==> src/fmfh_map.vh <==
`ifndef FMFH_MAP_VH
`define FMFH_MAP_VH

// Register byte offsets
`define FMFH_REG_CTRL 8'h00
`define FMFH_REG_DELAY 8'h04
`define FMFH_REG_STATUS 8'h08
`define FMFH_REG_IRQ_STAT 8'h0c
`define FMFH_REG_IRQ_MASK 8'h10
`define FMFH_REG_CMD 8'h14
`define FMFH_REG_ALARM 8'h18

// Control register fields
`define FMFH_CTRL_POL_LSB 0
`define FMFH_CTRL_POL_MSB 1
`define FMFH_CTRL_ACT_HIGH 4
`define FMFH_CTRL_COAST_DI_ONLY 5
`define FMFH_CTRL_RESET 32'h0000_0010
`define FMFH_DELAY_RESET 32'h0000_0000

// Command register fields
`define FMFH_CMD_MAN_RESET 0
`define FMFH_CMD_CLR_WAS 1

// Fault policy values
`define FMFH_POL_TRIP_LOCK 2'h0
`define FMFH_POL_RESET_A 2'h1
`define FMFH_POL_RESET_B 2'h2
`define FMFH_POL_BYPASS 2'h3

// Interrupt status bits
`define FMFH_IRQ_TRIP 0
`define FMFH_IRQ_LOCK 1
`define FMFH_IRQ_BYPASS 2
`define FMFH_IRQ_FIRE_ON 3
`define FMFH_IRQ_WAS_ACTIVE 4
`define FMFH_IRQ_AUTO_RST 5
`define FMFH_IRQ_WIDTH 6

// Alarm numbers with special handling
`define FMFH_ALM_WAS_ACTIVE 7'h50

// Timing
`define FMFH_CLK_PERIOD_NS 8
`define FMFH_TICK_TIME_NS 1000000
`define FMFH_TICK_CYCLES ((`FMFH_TICK_TIME_NS + `FMFH_CLK_PERIOD_NS - 1) / `FMFH_CLK_PERIOD_NS)
`define FMFH_BLINK_TICKS 500
`define FMFH_AUTO_RST_TICKS 1

`endif

==> src/fmfh_sync.v <==
module fmfh_sync #(
    parameter WIDTH = 2
) (
    input wire aclk,
    input wire aresetn,
    input wire [WIDTH-1:0] async_i,
    output reg [WIDTH-1:0] sync_o
);
    reg [WIDTH-1:0] meta_q;

    always @(posedge aclk) begin
        if (!aresetn) begin
            meta_q <= {WIDTH{1'b0}};
            sync_o <= {WIDTH{1'b0}};
        end else begin
            meta_q <= async_i;
            sync_o <= meta_q;
        end
    end
endmodule

==> src/fmfh_core.v <==
// Decided for this implementation: the AXI4-Lite register port and the register offsets.
`include "fmfh_map.vh"
module fmfh_core #(
    parameter TICK_CYCLES = `FMFH_TICK_CYCLES,
    parameter BLINK_TICKS = `FMFH_BLINK_TICKS,
    parameter AUTO_RST_TICKS = `FMFH_AUTO_RST_TICKS
) (
    input wire aclk,
    input wire aresetn,
    input wire [7:0] s_axi_awaddr,
    input wire s_axi_awvalid,
    output reg s_axi_awready,
    input wire [31:0] s_axi_wdata,
    input wire [3:0] s_axi_wstrb,
    input wire s_axi_wvalid,
    output reg s_axi_wready,
    output reg [1:0] s_axi_bresp,
    output reg s_axi_bvalid,
    input wire s_axi_bready,
    input wire [7:0] s_axi_araddr,
    input wire s_axi_arvalid,
    output reg s_axi_arready,
    output reg [31:0] s_axi_rdata,
    output reg [1:0] s_axi_rresp,
    output reg s_axi_rvalid,
    input wire s_axi_rready,
    input wire fire_pin_i,
    input wire coast_pin_i,
    input wire bus_coast_i,
    input wire alarm_valid_i,
    input wire [6:0] alarm_code_i,
    input wire limit_exceeded_i,
    output reg trip_o,
    output reg lock_o,
    output reg bypass_path_o,
    output reg bypass_out_o,
    output reg fire_active_o,
    output reg warn_flash_o,
    output reg irq_o
);
    localparam ST_RUN = 3'h0;
    localparam ST_TRIP = 3'h1;
    localparam ST_LOCK = 3'h2;
    localparam ST_BYP_WAIT = 3'h3;
    localparam ST_BYPASS = 3'h4;
    localparam CL_HARD = 2'h0;
    localparam CL_LOCKBYP = 2'h1;
    localparam CL_LOCK_ONLY = 2'h2;
    localparam CL_PLAIN = 2'h3;
    // Alarm classes: hard faults, lock-or-bypass, lock only, plain trip
    function [1:0] alarm_class;
        input [6:0] code;
        begin
            case (code)
                7'h0d, 7'h0e, 7'h0f, 7'h10, 7'h25: alarm_class = CL_HARD;
                7'h04, 7'h1d: alarm_class = CL_LOCKBYP;
                7'h63: alarm_class = CL_LOCK_ONLY;
                default: alarm_class = CL_PLAIN;
            endcase
        end
    endfunction

    function is_reg;
        input [7:0] addr;
        input [7:0] offs;
        begin
            is_reg = (addr[7:2] == offs[7:2]);
        end
    endfunction

    wire [1:0] pins_sync;
    fmfh_sync #(
        .WIDTH(2)
    ) u_sync (
        .aclk(aclk),
        .aresetn(aresetn),
        .async_i({coast_pin_i, fire_pin_i}),
        .sync_o(pins_sync)
    );

    reg [31:0] ctrl_q;
    reg [31:0] delay_q;
    reg [`FMFH_IRQ_WIDTH-1:0] irq_stat_q;
    reg [`FMFH_IRQ_WIDTH-1:0] irq_mask_q;
    reg [6:0] last_alarm_q;
    reg was_active_q;
    reg [2:0] state_q;
    reg [31:0] tick_cnt_q;
    reg [31:0] wait_cnt_q;
    reg [31:0] blink_cnt_q;
    reg aw_hold_q;
    reg w_hold_q;
    reg [7:0] awaddr_q;
    reg [31:0] wdata_q;
    reg [3:0] wstrb_q;
    reg [2:0] state_d;
    reg [`FMFH_IRQ_WIDTH-1:0] irq_ev;

    wire [1:0] policy = ctrl_q[`FMFH_CTRL_POL_MSB:`FMFH_CTRL_POL_LSB];
    wire act_level = pins_sync[0] ~^ ctrl_q[`FMFH_CTRL_ACT_HIGH];
    wire bus_coast_eff = bus_coast_i & ~ctrl_q[`FMFH_CTRL_COAST_DI_ONLY];
    // Coast input low, or fieldbus coast while FMFH_CTRL_COAST_DI_ONLY is clear, blocks emergency run
    wire fire_now = act_level & (policy != `FMFH_POL_TRIP_LOCK) & pins_sync[1] & ~bus_coast_eff;
    wire tick = (tick_cnt_q == TICK_CYCLES - 1);

    // Internal alarm 80 is raised on the cycle emergency run ends
    wire ev80 = fire_active_o & ~fire_now;
    wire alm_any = alarm_valid_i | ev80;
    wire [6:0] alm_code = alarm_valid_i ? alarm_code_i : `FMFH_ALM_WAS_ACTIVE;
    wire [1:0] alm_cl = alarm_class(alm_code);
    wire pol_auto = (policy == `FMFH_POL_RESET_A) | (policy == `FMFH_POL_RESET_B);
    wire pol_byp = (policy == `FMFH_POL_BYPASS);
    wire wr_fire = aw_hold_q & w_hold_q & ~s_axi_bvalid;
    wire rd_fire = s_axi_arvalid & s_axi_arready;
    wire cmd_wr = wr_fire & is_reg(awaddr_q, `FMFH_REG_CMD) & wstrb_q[0];
    wire man_reset = cmd_wr & wdata_q[`FMFH_CMD_MAN_RESET];
    wire clr_was = cmd_wr & wdata_q[`FMFH_CMD_CLR_WAS];

    always @* begin
        state_d = state_q;
        irq_ev = {`FMFH_IRQ_WIDTH{1'b0}};
        case (state_q)
            ST_RUN: begin
                if (alm_any) begin
                    if (!fire_now) begin
                        // Normal handling for every alarm, emergency run or not configured
                        state_d = (alm_cl == CL_PLAIN) ? ST_TRIP : ST_LOCK;
                    end else if (pol_byp && (alm_cl == CL_HARD || alm_cl == CL_LOCKBYP)) begin
                        state_d = ST_BYP_WAIT;
                    end else if (pol_auto && alm_cl == CL_HARD) begin
                        state_d = ST_TRIP;
                    end
                    // Other alarms are ignored during emergency run; no lockout possible
                end
            end
            ST_TRIP: begin
                if (man_reset) begin
                    state_d = ST_RUN;
                end else if (fire_now && pol_auto && tick && wait_cnt_q >= AUTO_RST_TICKS - 1) begin
                    state_d = ST_RUN;
                    irq_ev[`FMFH_IRQ_AUTO_RST] = 1'b1;
                end
            end
            ST_LOCK: begin
                // Lockout is left only through the block reset
                state_d = ST_LOCK;
            end
            ST_BYP_WAIT: begin
                if (tick && wait_cnt_q >= delay_q) begin
                    state_d = ST_BYPASS;
                end
            end
            ST_BYPASS: begin
                state_d = ST_BYPASS;
            end
            default: begin
                state_d = ST_RUN;
            end
        endcase
        if (state_d == ST_TRIP && state_q != ST_TRIP) begin
            irq_ev[`FMFH_IRQ_TRIP] = 1'b1;
        end
        if (state_d == ST_LOCK && state_q != ST_LOCK) begin
            irq_ev[`FMFH_IRQ_LOCK] = 1'b1;
        end
        if (state_d == ST_BYPASS && state_q != ST_BYPASS) begin
            irq_ev[`FMFH_IRQ_BYPASS] = 1'b1;
        end
        if (fire_now && !fire_active_o) begin
            irq_ev[`FMFH_IRQ_FIRE_ON] = 1'b1;
        end
        if (ev80) begin
            irq_ev[`FMFH_IRQ_WAS_ACTIVE] = 1'b1;
        end
    end

    always @(posedge aclk) begin
        if (!aresetn) begin
            state_q <= ST_RUN;
            tick_cnt_q <= 32'h0000_0000;
            wait_cnt_q <= 32'h0000_0000;
            blink_cnt_q <= 32'h0000_0000;
            last_alarm_q <= 7'h00;
            was_active_q <= 1'b0;
            trip_o <= 1'b0;
            lock_o <= 1'b0;
            bypass_path_o <= 1'b0;
            bypass_out_o <= 1'b0;
            fire_active_o <= 1'b0;
            warn_flash_o <= 1'b0;
            irq_o <= 1'b0;
        end else begin
            state_q <= state_d;
            tick_cnt_q <= tick ? 32'h0000_0000 : tick_cnt_q + 32'h0000_0001;
            if (state_d != state_q) begin
                wait_cnt_q <= 32'h0000_0000;
            end else if (tick) begin
                wait_cnt_q <= wait_cnt_q + 32'h0000_0001;
            end
            if (alm_any) begin
                last_alarm_q <= alm_code;
            end
            if (ev80) begin
                was_active_q <= 1'b1;
            end else if (clr_was) begin
                was_active_q <= 1'b0;
            end
            fire_active_o <= fire_now;
            trip_o <= (state_d == ST_TRIP) | (state_d == ST_LOCK);
            lock_o <= (state_d == ST_LOCK);
            bypass_path_o <= (state_d == ST_BYP_WAIT) | (state_d == ST_BYPASS);
            bypass_out_o <= (state_d == ST_BYPASS);
            // Blink only while the limit is exceeded under emergency run
            if (fire_now && limit_exceeded_i) begin
                if (tick) begin
                    if (blink_cnt_q >= BLINK_TICKS - 1) begin
                        blink_cnt_q <= 32'h0000_0000;
                        warn_flash_o <= ~warn_flash_o;
                    end else begin
                        blink_cnt_q <= blink_cnt_q + 32'h0000_0001;
                    end
                end
            end else begin
                blink_cnt_q <= 32'h0000_0000;
                warn_flash_o <= 1'b0;
            end
            irq_o <= |(irq_stat_q & irq_mask_q);
        end
    end

    // AXI4-Lite slave: address and data are taken in either order
    always @(posedge aclk) begin
        if (!aresetn) begin
            s_axi_awready <= 1'b1;
            s_axi_wready <= 1'b1;
            s_axi_bvalid <= 1'b0;
            s_axi_bresp <= 2'h0;
            s_axi_arready <= 1'b1;
            s_axi_rvalid <= 1'b0;
            s_axi_rresp <= 2'h0;
            s_axi_rdata <= 32'h0000_0000;
            aw_hold_q <= 1'b0;
            w_hold_q <= 1'b0;
            awaddr_q <= 8'h00;
            wdata_q <= 32'h0000_0000;
            wstrb_q <= 4'h0;
            ctrl_q <= `FMFH_CTRL_RESET;
            delay_q <= `FMFH_DELAY_RESET;
            irq_mask_q <= {`FMFH_IRQ_WIDTH{1'b0}};
            irq_stat_q <= {`FMFH_IRQ_WIDTH{1'b0}};
        end else begin
            if (s_axi_awvalid && s_axi_awready) begin
                aw_hold_q <= 1'b1;
                awaddr_q <= s_axi_awaddr;
                s_axi_awready <= 1'b0;
            end
            if (s_axi_wvalid && s_axi_wready) begin
                w_hold_q <= 1'b1;
                wdata_q <= s_axi_wdata;
                wstrb_q <= s_axi_wstrb;
                s_axi_wready <= 1'b0;
            end
            if (wr_fire) begin
                aw_hold_q <= 1'b0;
                w_hold_q <= 1'b0;
                s_axi_bvalid <= 1'b1;
                s_axi_bresp <= 2'h0;
                if (is_reg(awaddr_q, `FMFH_REG_CTRL) && wstrb_q[0]) begin
                    ctrl_q <= {26'h0, wdata_q[5:4], 2'h0, wdata_q[1:0]};
                end else if (is_reg(awaddr_q, `FMFH_REG_DELAY)) begin
                    delay_q <= {wstrb_q[3] ? wdata_q[31:24] : delay_q[31:24],
                        wstrb_q[2] ? wdata_q[23:16] : delay_q[23:16],
                        wstrb_q[1] ? wdata_q[15:8] : delay_q[15:8],
                        wstrb_q[0] ? wdata_q[7:0] : delay_q[7:0]};
                end else if (is_reg(awaddr_q, `FMFH_REG_IRQ_MASK) && wstrb_q[0]) begin
                    irq_mask_q <= wdata_q[`FMFH_IRQ_WIDTH-1:0];
                end else if (!is_reg(awaddr_q, `FMFH_REG_CMD) && !is_reg(awaddr_q, `FMFH_REG_STATUS)
                        && !is_reg(awaddr_q, `FMFH_REG_IRQ_STAT) && !is_reg(awaddr_q, `FMFH_REG_ALARM)) begin
                    s_axi_bresp <= 2'h2;
                end
            end
            if (s_axi_bvalid && s_axi_bready) begin
                s_axi_bvalid <= 1'b0;
                s_axi_awready <= 1'b1;
                s_axi_wready <= 1'b1;
            end
            // New events win over the clear-on-read
            if (rd_fire && is_reg(s_axi_araddr, `FMFH_REG_IRQ_STAT)) begin
                irq_stat_q <= irq_ev;
            end else begin
                irq_stat_q <= irq_stat_q | irq_ev;
            end
            if (rd_fire) begin
                s_axi_arready <= 1'b0;
                s_axi_rvalid <= 1'b1;
                s_axi_rresp <= 2'h0;
                if (is_reg(s_axi_araddr, `FMFH_REG_CTRL)) begin
                    s_axi_rdata <= ctrl_q;
                end else if (is_reg(s_axi_araddr, `FMFH_REG_DELAY)) begin
                    s_axi_rdata <= delay_q;
                end else if (is_reg(s_axi_araddr, `FMFH_REG_STATUS)) begin
                    s_axi_rdata <= {21'h0, was_active_q, warn_flash_o, fire_active_o, bypass_out_o,
                        bypass_path_o, lock_o, trip_o, 1'b0, state_q};
                end else if (is_reg(s_axi_araddr, `FMFH_REG_IRQ_STAT)) begin
                    s_axi_rdata <= {26'h0, irq_stat_q};
                end else if (is_reg(s_axi_araddr, `FMFH_REG_IRQ_MASK)) begin
                    s_axi_rdata <= {26'h0, irq_mask_q};
                end else if (is_reg(s_axi_araddr, `FMFH_REG_ALARM)) begin
                    s_axi_rdata <= {25'h0, last_alarm_q};
                end else if (is_reg(s_axi_araddr, `FMFH_REG_CMD)) begin
                    s_axi_rdata <= 32'h0000_0000;
                end else begin
                    s_axi_rdata <= 32'h0000_0000;
                    s_axi_rresp <= 2'h2;
                end
            end
            if (s_axi_rvalid && s_axi_rready) begin
                s_axi_rvalid <= 1'b0;
                s_axi_arready <= 1'b1;
            end
        end
    end
endmodule

==> config.mk <==
export PLATFORM = sky130hd
export DESIGN_NAME = fmfh_core
export DESIGN_NICKNAME = d
export VERILOG_FILES = /design/src/fmfh_sync.v /design/src/fmfh_core.v
export VERILOG_INCLUDE_DIRS = /design/src
export SDC_FILE = /design/constraint.sdc
export NUM_CORES = 1
export LEC_CHECK = 0
export BUFFER_PORTS_ARGS = -buffer_cell sky130_fd_sc_hd__buf_4
export CAP_MARGIN = 10
export CORE_MARGIN = 2
export CORE_UTILIZATION = 33
export CTS_BUF_LIST = sky130_fd_sc_hd__clkbuf_8 sky130_fd_sc_hd__clkbuf_16
export DETAILED_ROUTE_END_ITERATION = 10
export SETUP_SLACK_MARGIN = 0.1
export SLEW_MARGIN = 20
export SYNTH_ARGS = -nofsm -noshare
export SYNTH_HDL_FRONTEND = slang
export SYNTH_HIERARCHICAL = 1
export SYNTH_SLANG_ARGS = --single-unit
==> constraint.sdc <==
create_clock -name aclk -period 4.7 [get_ports aclk]
set_input_delay 0.235 -clock aclk [delete_from_list [all_inputs] [get_ports aclk]]
set_output_delay 0.235 -clock aclk [all_outputs]
set_load 0.1 [all_outputs]
# ---- Yosys cells after proc, flatten, opt, wreduce, memory -nomap -nowiden
# Cells that the tools add are included.
dict set report word_totals {
  output_inout_bits 48
  word_cells 195
  reg_bits 253
}
dict set report op_classes {
  n_addsub 3
  n_eq_ne 38
  n_mux 40
  n_lt_le_gt_ge 3
  bitwise 27
  reduce_logical 49
}
# op count
set op_table {}
lappend op_table {{$add 32x1->32 const B} 3}
lappend op_table {{$mux 32} 3}
lappend op_table {{$eq 6x3->1 const B} 6}
lappend op_table {{$eq 32x17->1 const B} 1}
lappend op_table {{$ge 32x1->1 const B} 1}
lappend op_table {{$ge 32x32->1} 1}
lappend op_table {{$ge 32x9->1 const B} 1}
lappend op_table {{$mux 7} 4}
lappend op_table {{$eq 6x2->1 const B} 4}
lappend op_table {{$mux 2} 12}
lappend op_table {{$eq 7x4->1 const B} 3}
lappend op_table {{$logic_and 1x1->1} 21}
lappend op_table {{$mux 3} 7}
lappend op_table {{$reduce_and 4->1} 5}
lappend op_table {{$pmux 3 s5} 1}
lappend op_table {{$eq 7x5->1 const B} 2}
lappend op_table {{$and 1x1->1} 12}
lappend op_table {{$eq 3x2->1 const B} 4}
lappend op_table {{$eq 6x1->1 const B} 2}
lappend op_table {{$logic_not 6->1} 2}
lappend op_table {{$reduce_or 2->1} 6}
lappend op_table {{$mux 11} 1}
lappend op_table {{$mux 1} 10}
lappend op_table {{$not 1->1} 8}
lappend op_table {{other kinds (25)} 40}

# ---- Depth between registers and ports, before layout
# Gate-level depths: netlist (run 1).
dict set report logic_depth {
  word_depth 16
  ltp_mapped 11
  mapped_depth_nobuf 9
}

# ---- Cells and area by module
# Netlist (run 1), hierarchy kept.
# mod seq_area_each_um2 n_inst area_per_inst_um2 cells_per_inst
set modules_own_cells {}
lappend modules_own_cells {fmfh_core 4904.7 1 11029.3 1343}
lappend modules_own_cells {fmfh_sync 80.1 1 105.1 8}

# ---- Least setup slack after synthesis (run 1)
# No wires, ideal clock.
dict set report synth_timing {
  path_type {register to register}
  from {register fire_active_o}
  to {register wait_cnt_q[3]}
  slack_ns 2.021
  t_required_ns 4.581
  t_arrival_ns 2.560
  n_path_buf 2
  path_stages_with_launch 9
  path_cell_list {dfxtp_1 -> o31ai_1 -> and2_1 -> clkbuf_1 -> o41ai_1 -> a211oi_1 -> a31oi_2 -> buf_4 -> nor3b_2}
}
dict set report synth_between {
  elab_chain_cells 6
}
# element line_no
set synth_rtl {}
lappend synth_rtl {{start, declared} fmfh_core.v:37} ;# output reg fire_active_o,
lappend synth_rtl {{start signal, assigned} fmfh_core.v:208} ;# fire_active_o <= fire_now;
lappend synth_rtl {{$and 1x1->1} fmfh_core.v:107} ;# wire ev80 = fire_active_o & ~fire_now;
lappend synth_rtl {{$or 1x1->1} fmfh_core.v:108} ;# wire alm_any = alarm_valid_i | ev80;
lappend synth_rtl {{$mux 3} fmfh_core.v:124} ;# if (alm_any) begin
lappend synth_rtl {{$pmux 3 s5} fmfh_core.v:122} ;# case (state_q)
lappend synth_rtl {{$ne 3x3->1} fmfh_core.v:195} ;# if (state_d != state_q) begin
lappend synth_rtl {{$reduce_or 2->1 (no line)} -}
lappend synth_rtl {{end signal, assigned} fmfh_core.v:198} ;# wait_cnt_q <= wait_cnt_q + 32'h0000_0001;
lappend synth_rtl {{end, declared} fmfh_core.v:89} ;# reg [31:0] wait_cnt_q;
# No other way between the ends.
# A chain may end at the register's enable or synchronous reset.

# ---- Final worst setup path (run 1)
dict set report layout_timing {
  from {register ctrl_q[0]}
  to {register wait_cnt_q[1]}
}
dict set report layout_between {
  elab_chain_cells 12
}
# element line_no
set layout_rtl {}
lappend layout_rtl {{start, declared} fmfh_core.v:81} ;# reg [31:0] ctrl_q;
lappend layout_rtl {{start signal, assigned} fmfh_core.v:247} ;# ctrl_q <= `FMFH_CTRL_RESET;
lappend layout_rtl {{start signal, assigned} fmfh_core.v:269} ;# ctrl_q <= {26'h0, wdata_q[5:4], 2'h0, wdata_q[1:0]};
lappend layout_rtl {{$reduce_bool 2->1 (no line)} -}
lappend layout_rtl {{$and 1x1->1 (3 in series)} fmfh_core.v:103} ;# wire fire_now = act_level & (policy != `FMFH_POL_TRIP_LOCK) & pins_sync[1] & ~bus_coast_eff;
lappend layout_rtl {{$logic_and 1x1->1 (3 in series)} fmfh_core.v:139} ;# end else if (fire_now && pol_auto && tick && wait_cnt_q >= AUTO_RST_TICKS - 1) begin
lappend layout_rtl {{$mux 3} fmfh_core.v:139}
lappend layout_rtl {{$mux 3} fmfh_core.v:137} ;# if (man_reset) begin
lappend layout_rtl {{$pmux 3 s5 *} fmfh_core.v:122}
lappend layout_rtl {{$ne 3x3->1 *} fmfh_core.v:195}
lappend layout_rtl {{$reduce_or 2->1 (no line) *} -}
# Mark *: on every way between the ends. The rest lies on a longest branch, timed or not.

==> metrics.txt, run 1 <==
final hold vios 0; GP Congestion 0.899; post-synthesis area per instance 8.24 um2; area share of fa/ha/maj cells after synthesis 0.0416; CP max stage cell o31ai_1; CORE AREA 33400 um2; Initial Utilization 0.334; cell count along the critical path 10; first-pass GRT wire length 47.9 mm; Netlist cell types 69; post-CTS sizing 0; switching power 1.14 mW; fin. max-slew vios 0; final setup vio count 0; Clk pwr share 0.469; critical path startpoint category flop; IO Pins 119; top-area cell type share of the netlist area 0.448; Post-Syn Area 11100 um2; total wire length 28.5 mm; total overflow reported by the global router 0; fmax 334 MHz; Clock transition at path regs 0.06 ns; ant diodes 0; Tmin final 2.99 ns; most frequent cells in the layout 249 x dfxtp_1, 219 x nand2_1, 149 x nor2_1; slew margin rel. 0.307; Leakage 5.07 nW; H-tree depth 1; Comb pwr share 0.075; Synthesis Warnings 6; Most Crowded Layer GR met2; Worst VDD drop 0.000253 V; cell internal pwr 3.65 mW; Cell Rows 67; via count 9684; DIE AREA 35200 um2; skew final 0.0180 ns; Clock Sinks 249; clock latency on the worst-skew pair 0.54 ns; total chip power 4.79 mW; Seq pwr share 0.456; dominant cell type by area after synthesis dfxtp_1; Pwr per Cell Area 347 nW/um2; Post-Syn Instances 1351; FF-to-FF Start ctrl_q[0]; Async SR Flop Fraction 0; number of global-route vias before repair 9571; Synth Area in XOR/XNOR 0.0511; synth top area cells dfxtp_1 45%, nand2_1 7.4%, a21oi_1 6.0%, nor2_1 5.0%, ha_1 4.2%; total CTS buffers 28; FF-to-FF End wait_cnt_q[1]; compound-cell area share of the yosys netlist 0.125; largest family of logic cells by synthesized area simple AND/OR/NAND/NOR gates; gr usage total 0.161; Setup crit end wait_cnt_q[1]; DR WL/cell 14.6 um; max cap viols 0; post-route antenna net violation count 0; register area share after synthesis 0.448; Sw Ratio 0.239; Final nets 1594; vias per cell 4.95; DP HPWL 19.5 mm; Buffers on Ports 112; commonest non-fill, non-tap cell in the layout dfxtp_1; met3 usage 0.0316; Seq cells post-synth 249; die width 188 um; setup_tns 0 ns; final worst-path cycle share 0.636; Clock Path Buffers 3; unrepaired setup endpoints after global routing false; share of layout cells above drive strength 1 0.123; DRT Pass-1 Iters 5; DRT iter0 DRCs 451; Setup Fix Bufs, Post-CTS 0; Tightest Pin Transition 1.04 ns; Worst Path Arrival 3.46 ns; Crit Path Category reg2reg; Slowest Stage Delay on Critical Path 0.65 ns; mux share of post-synthesis cell area 0.0275; CP delay by family, top compound AO/OA/AOI/OAI gates; met1 usage 0.211; worst reg-to-reg path cell count 10; number of enable flip-flop cells after synthesis 0; Hold Crit Class in2reg; outcome finished, final reports clean; Worst setup startpoint ctrl_q[0]; Crit. End Element flop; largest net degree at the start of global routing 80; TritonCTS clock tree done; M2 GR Usage 0.269; initial antenna violation count 0; Die Y 188 um; critical path required time 5.17 ns; root buffer selected by CTS clkbuf_16; ys flop type dfxtp_1; Final Util 0.414; Post-Synth Simple-Gate Area 0.261; Layout area overhead 24.1%; R2R setup slack 1.71 ns; DRC 0; Critical Path Fanout Max 32; Worst Path Buf+Inv 2; CP Cell Sequence inv_1, ha_1, nand2b_1, o31ai_1, and2_1, o41ai_1, a211oi_1, a31oi_2, buf_4, nor3b_1
==> worst register-to-register path: stages, from the launching register on <==
cell	delay [ns]
dfxtp_1	0.41
inv_1	0.07
ha_1	0.18
nand2b_1	0.16
o31ai_1	0.65
and2_1	0.36
o41ai_1	0.12
a211oi_1	0.34
a31oi_2	0.13
buf_4	0.27
nor3b_1	0.22
==> sequential cells by signal (all words and copies together) (netlist names), 7 cells and up <==
signal	flops
blink_cnt_q	32
delay_q	32
tick_cnt_q	32
wait_cnt_q	32
s_axi_rdata	32
last_alarm_q	7
wdata_q	32
==> cells in the mapped netlist (all sizes together), types with 4 or more instances <==
library cell	n
buf	19
nor3	24
a211o	4
a21o	5
or3	11
clkbuf	53
inv	57
nand4	30
nand3	78
and4	12
mux2i	25
ha	37
a21oi	133
a22oi	14
and2	13
a211oi	7
and3	16
xnor2	39
nand2	219
or2	4
o21ai	23
dfxtp	249
nor4b	7
nor2	150
a31oi	13
xor2	26
nand2b	9
nor2b	7
a41oi	6
nor3b	4
nor4	17
==> routing by layer <==
layer	part of all wire	wire length [um]
met3	0.053	1510
met1	0.47	13400
met2	0.45	12900
met5	0	0
met4	0.022	639
==> metrics by stage <==
step | instances | area, um2 | hold slack, ns | setup WS, ns
floorplan | 1352 | 11100 | 0.335 | 2.02
global placement | 1848 | 12300 | 0.429 | 1.65
detailed placement | 1848 | 12300 | 0.426 | 1.56
CTS | 1955 | 13800 | 0.00104 | 1.55
global route | 1955 | 13800 | 0.0130 | 1.47
finish | 1955 | 13800 | 0.0137 | 1.71
==> timing repair <==
action | in CTS | in global routing
hold buffers | 56 | 0
endpoints found under the hold margin | 55 | 0
endpoints found under the setup margin | 0 | 0
==> cells by family (layout without fill, tap and decap cells) <==
family          Yosys count  in the layout
mux                      28             28
xor+xnor                 65             65
compound gates          233            233
buf+inv                 129            284
fa+ha+maj                37             37
flops                   249            249
other cells               1              2
simple gates            609            609
==> power by group through the flow <==
stage | sequential, mW | combinational [mW] | clock [mW]
2_1_floorplan | 2.28 | 0.165 | 0
3_3_place_gp | 2.23 | 0.317 | 0
3_5_place_dp | 2.23 | 0.320 | 0
4_1_cts | 2.19 | 0.358 | 2.30
5_1_grt | 2.19 | 0.387 | 2.39
6_report | 2.19 | 0.358 | 2.25
==> area by class of cell <==
type                            count  area (um2)
Multi-Input combinational cell    974        5650
Timing Repair Buffer              176        1460
Fill cell                        3432       19500
Clock buffer                       31         753
Inverter                           57         216
Tap cell                          448         561
Clock inverter                     20         199
Sequential cell                   249        4980
==> worst min-delay path by stage <==
stage,from,end,slack [ns],cells after the start
floorplan,s_axi_wvalid,s_axi_wready,0.34,1
global placement,tick_cnt_q[0],tick_cnt_q[0],0.43,1
detailed placement,u_sync/meta_q[0],u_sync/sync_o[0],0.43,1
CTS,s_axi_bready,s_axi_bvalid,0.001,4
global route,s_axi_arvalid,s_axi_arready,0.01,3
finish,s_axi_bready,s_axi_bvalid,0.01,4
No activity file was read; power rests on OpenSTA's default activity.
==> run 2, diff against run 1 <==
clock period = 2.69 ns   (was 4.7 ns; I/O delays follow)
==> run 2 against run 1 <==
Net effect:
- design area up 4.3%
- combinational power up 96%
- critical path type unchanged
- sequential share of layout area down 1.4 points
- clock power up 76%
- non-clock buffer count up 49
- sequential power up 75%
- utilization up 1.8 points
- final cell count up 2.5%
- via count up 3.2%
- largest cell class unchanged
- critical path depth up 1
- clock skew down 0.0027 ns
- worst hold slack better by 0.047 ns
==> metrics.txt, run 2 (synthesis gave the netlist of run 1 again) <==
Clock Path Buffers 3 (unchanged); fin. max-slew vios 0 (unchanged); Final nets 1643 (+3.1%); most frequent cells in the layout 244 x dfxtp_1, 219 x nand2_1, 149 x nor2_1; root buffer selected by CTS clkbuf_16; max cap viols 0 (unchanged); M2 GR Usage 0.277 (+0.00769); CORE AREA 33400 um2 (unchanged); Tightest Pin Transition 0.675 ns (-0.362 ns); largest net degree at the start of global routing 58 (-28%); TritonCTS clock tree done; Worst Path Buf+Inv 3 (+1); Crit. End Element flop; Buffers on Ports 112 (unchanged); Leakage 5.34 nW (+5.4%); final hold vios 0 (unchanged); via count 9994 (+3.2%); share of layout cells above drive strength 1 0.152 (+0.0282); critical path startpoint category flop; H-tree depth 1 (unchanged); CP delay by family, top compound AO/OA/AOI/OAI gates; Placed Area 12500 um2 (+1.8%); Slowest Stage Delay on Critical Path 0.37 ns (-0.28 ns); Worst Path Arrival 2.90 ns (-0.56 ns); outcome finished, final reports clean; slew margin rel. 0.548 (+0.241); ant diodes 0 (unchanged); Clock Sinks 249 (unchanged); DIE AREA 35200 um2 (unchanged); DRT iter0 DRCs 589 (+31%); CP most frequent cell o211ai_1; Initial Utilization 0.334 (unchanged); setup_tns 0 ns (unchanged); final worst-path cycle share 0.905 (+0.269); Tmin final 2.43 ns (-0.556 ns); fmax 411 MHz (+23%); worst hold margin 0.0606 ns (+0.0468 ns); critical path required time 3.16 ns (-2.01 ns); Fill cells 3346 (-2.5%); Clock transition at path regs 0.06 ns (about the same); initial antenna violation count 0 (unchanged); total CTS buffers 28 (unchanged); final setup vio count 0 (unchanged); number of global-route vias before repair 9862 (+3.0%); GP Congestion 0.845 (-6.0%); final instance area 14400 um2 (+4.3%); Pwr per Cell Area 589 nW/um2 (+70%); Worst VDD drop 0.000441 V (+74%); first-pass GRT wire length 48.7 mm (+1.6%); DRT Pass-1 Iters 5 (unchanged); Hold Crit Class in2reg; clock latency on the worst-skew pair 0.54 ns (about the same); DRC 0 (unchanged); CP Cell Sequence inv_1, ha_1, a21oi_1, o21a_1, o211ai_1, a211o_1, o211ai_1, a31oi_2, buf_4, clkbuf_16, nor3b_2; Die Y 188 um (unchanged); met1 usage 0.213 (+0.00128); DP HPWL 20.1 mm (+3.3%); total overflow reported by the global router 0 (unchanged); Critical Path Fanout Max 16 (-50%); Crit Path Category reg2reg; met3 usage 0.0346 (+0.00299); Cell Rows 67 (unchanged); post-route antenna net violation count 0 (unchanged); Final Util 0.432 (+0.0177); commonest non-fill, non-tap cell in the layout dfxtp_1; gr usage total 0.163 (+0.00232); die width 188 um (unchanged); unrepaired setup endpoints after global routing false; skew final 0.0154 ns (-0.00266 ns); CP max stage cell dfxtp_1; total wire length 29.0 mm (+1.8%); IO Pins 119 (unchanged); vias per cell 4.99 (+0.68%); Layout area overhead 29.5%; Most Crowded Layer GR met2; DR WL/cell 14.5 um (-0.73%)
run 2: worst min-delay path, delay by kind of cell:
| kind | cells | cell delay [ns] |
|---|---|---|
| AND/OR/NAND/NOR | 1 | 0.11 |
| AO/OA/AOI/OAI | 1 | 0.11 |
| buffers and inverters | 1 | 0.19 |
run 2: cell type report:
| cell class | instances | area [um2] | area share |
|---|---|---|---|
| Multi-Input combinational cell | 974 | 5730 | 0.397 |
| Tap cell | 448 | 561 | 0.0389 |
| Timing Repair Buffer | 225 | 1930 | 0.134 |
| Clock buffer | 37 | 836 | 0.0580 |
| Clock inverter | 14 | 150 | 0.0104 |
| Sequential cell | 249 | 4990 | 0.346 |
| Inverter | 57 | 216 | 0.0150 |
run 2: metrics by stage:
stage | std cells | setup slack [ns] | total power [mW]
floorplan | 1352 | 0.124 | 4.27
global placement | 1872 | 0.112 | 4.47
detailed placement | 1872 | 0.0338 | 4.48
CTS | 2002 | 0.109 | 8.57
global route | 2004 | 0.114 | 8.80
finish | 2004 | 0.256 | 8.49
run 2: worst paths after layout:
check	from	endpoint	slack (ns)	depth (start not counted)
worst max-delay path	delay_q[31]	wait_cnt_q[3]	0.26	11
worst min-delay path	s_axi_araddr[3]	s_axi_rdata[0]	0.06	3
worst max register to register	delay_q[31]	wait_cnt_q[3]	0.26	11
worst min register to register	tick_cnt_q[0]	tick_cnt_q[0]	0.45	1
run 2: per-layer routing:
metal  wire length [um]  share of wire
met1              13300           0.46
met2              13400           0.46
met3               1730          0.060
met4                489          0.017
met5                  0              0
run 2: timing repair:
item | CTS | global route
endpoints found under the hold margin | 66 | 0
gates resized for setup | 3 | 19
endpoints found under the setup margin | 32 | 64
buffers inserted | 3 | 2
hold buffers | 75 | 0
pin swaps | 2 | 6
cloned | 1 | 0
run 2: report_power, final:
group | switching, mW | leakage, nW | internal (mW)
registers | 0.0646 | 2.02 | 3.76
logic | 0.417 | 2.82 | 0.283
clock network | 1.51 | 0.498 | 2.46
total | 1.99 | 5.34 | 6.50
==> run 3, diff against run 2 <==
ABC_AREA = 1   (was default)
==> run 3 against run 2 <==
Net effect:
- sequential cell count unchanged
- sequential share of layout area rose by 0.10 points
- worst hold slack got worse by 0.049 ns
- area after synthesis increased by 2.4%
- final cell count up 11%
- maximum frequency grew 5.4%
- sequential power barely moved
- combinational power is 1% lower
- total power grew 0.73%
- non-clock buffer count is 35 lower
- critical endpoint is now wait_cnt_q[9]
- largest cell class unchanged
- largest power group unchanged
==> metrics.txt, run 3 <==
Buffers on Ports 112 (unchanged); dominant cell type by area after synthesis dfxtp_1; largest net degree at the start of global routing 77 (+33%); DRT Pass-1 Iters 5 (unchanged); unrepaired setup endpoints after global routing false; Worst VDD drop 0.000460 V (+4.4%); Crit. End Element flop; Hold Crit Class in2reg; Clock Path Buffers 3 (unchanged); H-tree depth 1 (unchanged); CORE AREA 34300 um2 (+2.8%); slew margin rel. 0.469 (-0.0784); via count 10600 (+6.2%); Netlist cell types 45 (-35%); first-pass GRT wire length 50.0 mm (+2.7%); Pwr per Cell Area 596 nW/um2 (+1.1%); post-route antenna net violation count 0 (unchanged); Synthesis Warnings 6 (unchanged); top-area cell type share of the netlist area 0.437 (-0.0105); vias per cell 4.77 (-4.3%); Clock transition at path regs 0.06 ns (about the same); Worst Path Arrival 2.72 ns (-0.18 ns); Placed Area 12700 um2 (+1.7%); share of layout cells above drive strength 1 0.114 (-0.0374); Tmin final 2.31 ns (-0.125 ns); CP Cell Sequence inv_1, ha_1, nand2_1, nor2_1, nor3b_2, and3_1, nand2_1, nand3_1, a21oi_1, nor2_2, nand2_2, nand3_2, buf_12, nor2_1; CP max stage cell dfxtp_1; Slowest Stage Delay on Critical Path 0.33 ns (-0.04 ns); number of enable flip-flop cells after synthesis 0 (unchanged); final instance area 14400 um2 (-0.42%); critical path startpoint category flop; Critical Path Fanout Max 32 (+16); Fill cells 3488 (+4.2%); clock latency on the worst-skew pair 0.54 ns (about the same); DRC 0 (unchanged); setup ws final 0.381 ns (+0.125 ns); critical path required time 3.10 ns (-0.06 ns); DR WL/cell 13.7 um (-5.5%); outcome finished, final reports clean; total wire length 30.4 mm (+4.9%); initial antenna violation count 0 (unchanged); Die Y 190 um (+1.2%); max cap viols 0 (unchanged); total chip power 8.55 mW (+0.73%); Cell Rows 68 (+1.5%); DRT iter0 DRCs 637 (+8.1%); commonest non-fill, non-tap cell in the layout nand2_1; fin. max-slew vios 0 (unchanged); Placed Cells 2115 (+13%); Async SR Flop Fraction 0 (unchanged); worst hold margin 0.0115 ns (-0.0491 ns); pre-CTS setup slack 0.312 ns (+0.278 ns); ys flop type dfxtp_1; IO Pins 119 (unchanged); die width 190 um (+1.2%); Final nets 1857 (+13%); fmax 433 MHz (+5.4%); register area share after synthesis 0.437 (-0.0105); most frequent cells after synthesis 294 x nand2_1, 254 x nor2_1, 249 x dfxtp_1; Seq cells post-synth 249 (unchanged); ant diodes 0 (unchanged); Initial Utilization 0.333 (-0.00121); TritonCTS clock tree done; Clock Sinks 249 (unchanged); total overflow reported by the global router 0 (unchanged); post-synthesis area per instance 7.23 um2 (-12%); final worst-path cycle share 0.858 (-0.0465); number of global-route vias before repair 10200 (+3.6%); root buffer selected by CTS clkbuf_16; Leakage 5.84 nW (+9.4%); Post-Syn Instances 1577 (+17%); Post-Syn Area 11400 um2 (+2.4%); Final Util 0.419 (-0.0134); synth top area cells dfxtp_1 44%, nand2_1 9.7%, nor2_1 8.4%, inv_1 6.6%, a21oi_1 5.0%; gr usage total 0.167 (+0.00391); skew final 0.0226 ns (+0.00728 ns); final hold vios 0 (unchanged); DP HPWL 22.0 mm (+9.1%); total CTS buffers 27 (-3.6%); Tightest Pin Transition 0.794 ns (+0.119 ns); Layout area overhead 25.9%; final setup vio count 0 (unchanged); most frequent cells in the layout 293 x nand2_1, 254 x nor2_1, 249 x dfxtp_1; DIE AREA 36100 um2 (+2.3%); Crit Path Category reg2reg; most instantiated library cell after synthesis nand2_1; setup_tns 0 ns (unchanged); non-filler cells, final 2223 (+11%); GP Congestion 0.848 (+0.31%)
-- run 3: cell type report --
type / count / area, um2 / area share
inverters: 204 / 766 / 0.0533
well taps: 455 / 569 / 0.0397
flip-flops and latches: 249 / 4980 / 0.347
multi-input cells: 1077 / 5460 / 0.380
clock buffers: 36 / 800 / 0.0557
repair buffers: 190 / 1590 / 0.111
clock inverters: 12 / 186 / 0.0130
-- run 3: final timing paths --
path	startpoint	to	slack, ns	cells past startpoint
max	delay_q[31]	wait_cnt_q[9]	0.38	14
min	aresetn	irq_stat_q[3]	0.01	3
max reg2reg	delay_q[31]	wait_cnt_q[9]	0.38	14
min reg2reg	u_sync/meta_q[1]	u_sync/sync_o[1]	0.44	2
-- run 3: timing repair --
action / CTS / global route
hold buffers: 60 / 0
hold endpoints to repair: 58 / 0
setup buffers: 0 / 0
setup endpoints to repair: 0 / 36
gates resized for setup: 0 / 5
-- run 3: kinds of logic (layout without fill, tap and decap cells) --
| logic type | after synthesis | count (layout) | share of synthesized area |
|---|---|---|---|
| buffers and inverters | 252 | 442 | 0.0864 |
| other | 1 | 2 | 0.000329 |
| xor gates and xnor gates | 34 | 34 | 0.0261 |
| muxes | 3 | 3 | 0.00263 |
| AOI/OAI and AO/OA | 264 | 264 | 0.131 |
| and+or+nand+nor | 737 | 737 | 0.276 |
| adders and majority gates | 37 | 37 | 0.0406 |
| DFF | 249 | 249 | 0.437 |
-- run 3: layer usage --
metal  vias to the layer above  track usage  routed length [um]
li1                       5471            -                   -
met1                      4875        0.217               14200
met2                       220        0.294               14200
met3                        45       0.0212                1320
met4                         0       0.0423                 688
met5                         -            0                   0
-- run 3: critical path, delay by kind of cell, from the launching register on --
family          cells  cell delay [ns]
simple gates       10             1.17
fa+ha+maj           1             0.29
compound gates      1             0.11
buf+inv             2             0.25
flops               1             0.33
-- run 3: report_power, final --
part / total, mW / leakage (nW) / internal, mW / switching, mW
Clock: 4.02 / 0.498 / 2.54 / 1.47
Combinational: 0.691 / 3.32 / 0.250 / 0.441
Sequential: 3.84 / 2.02 / 3.78 / 0.0588
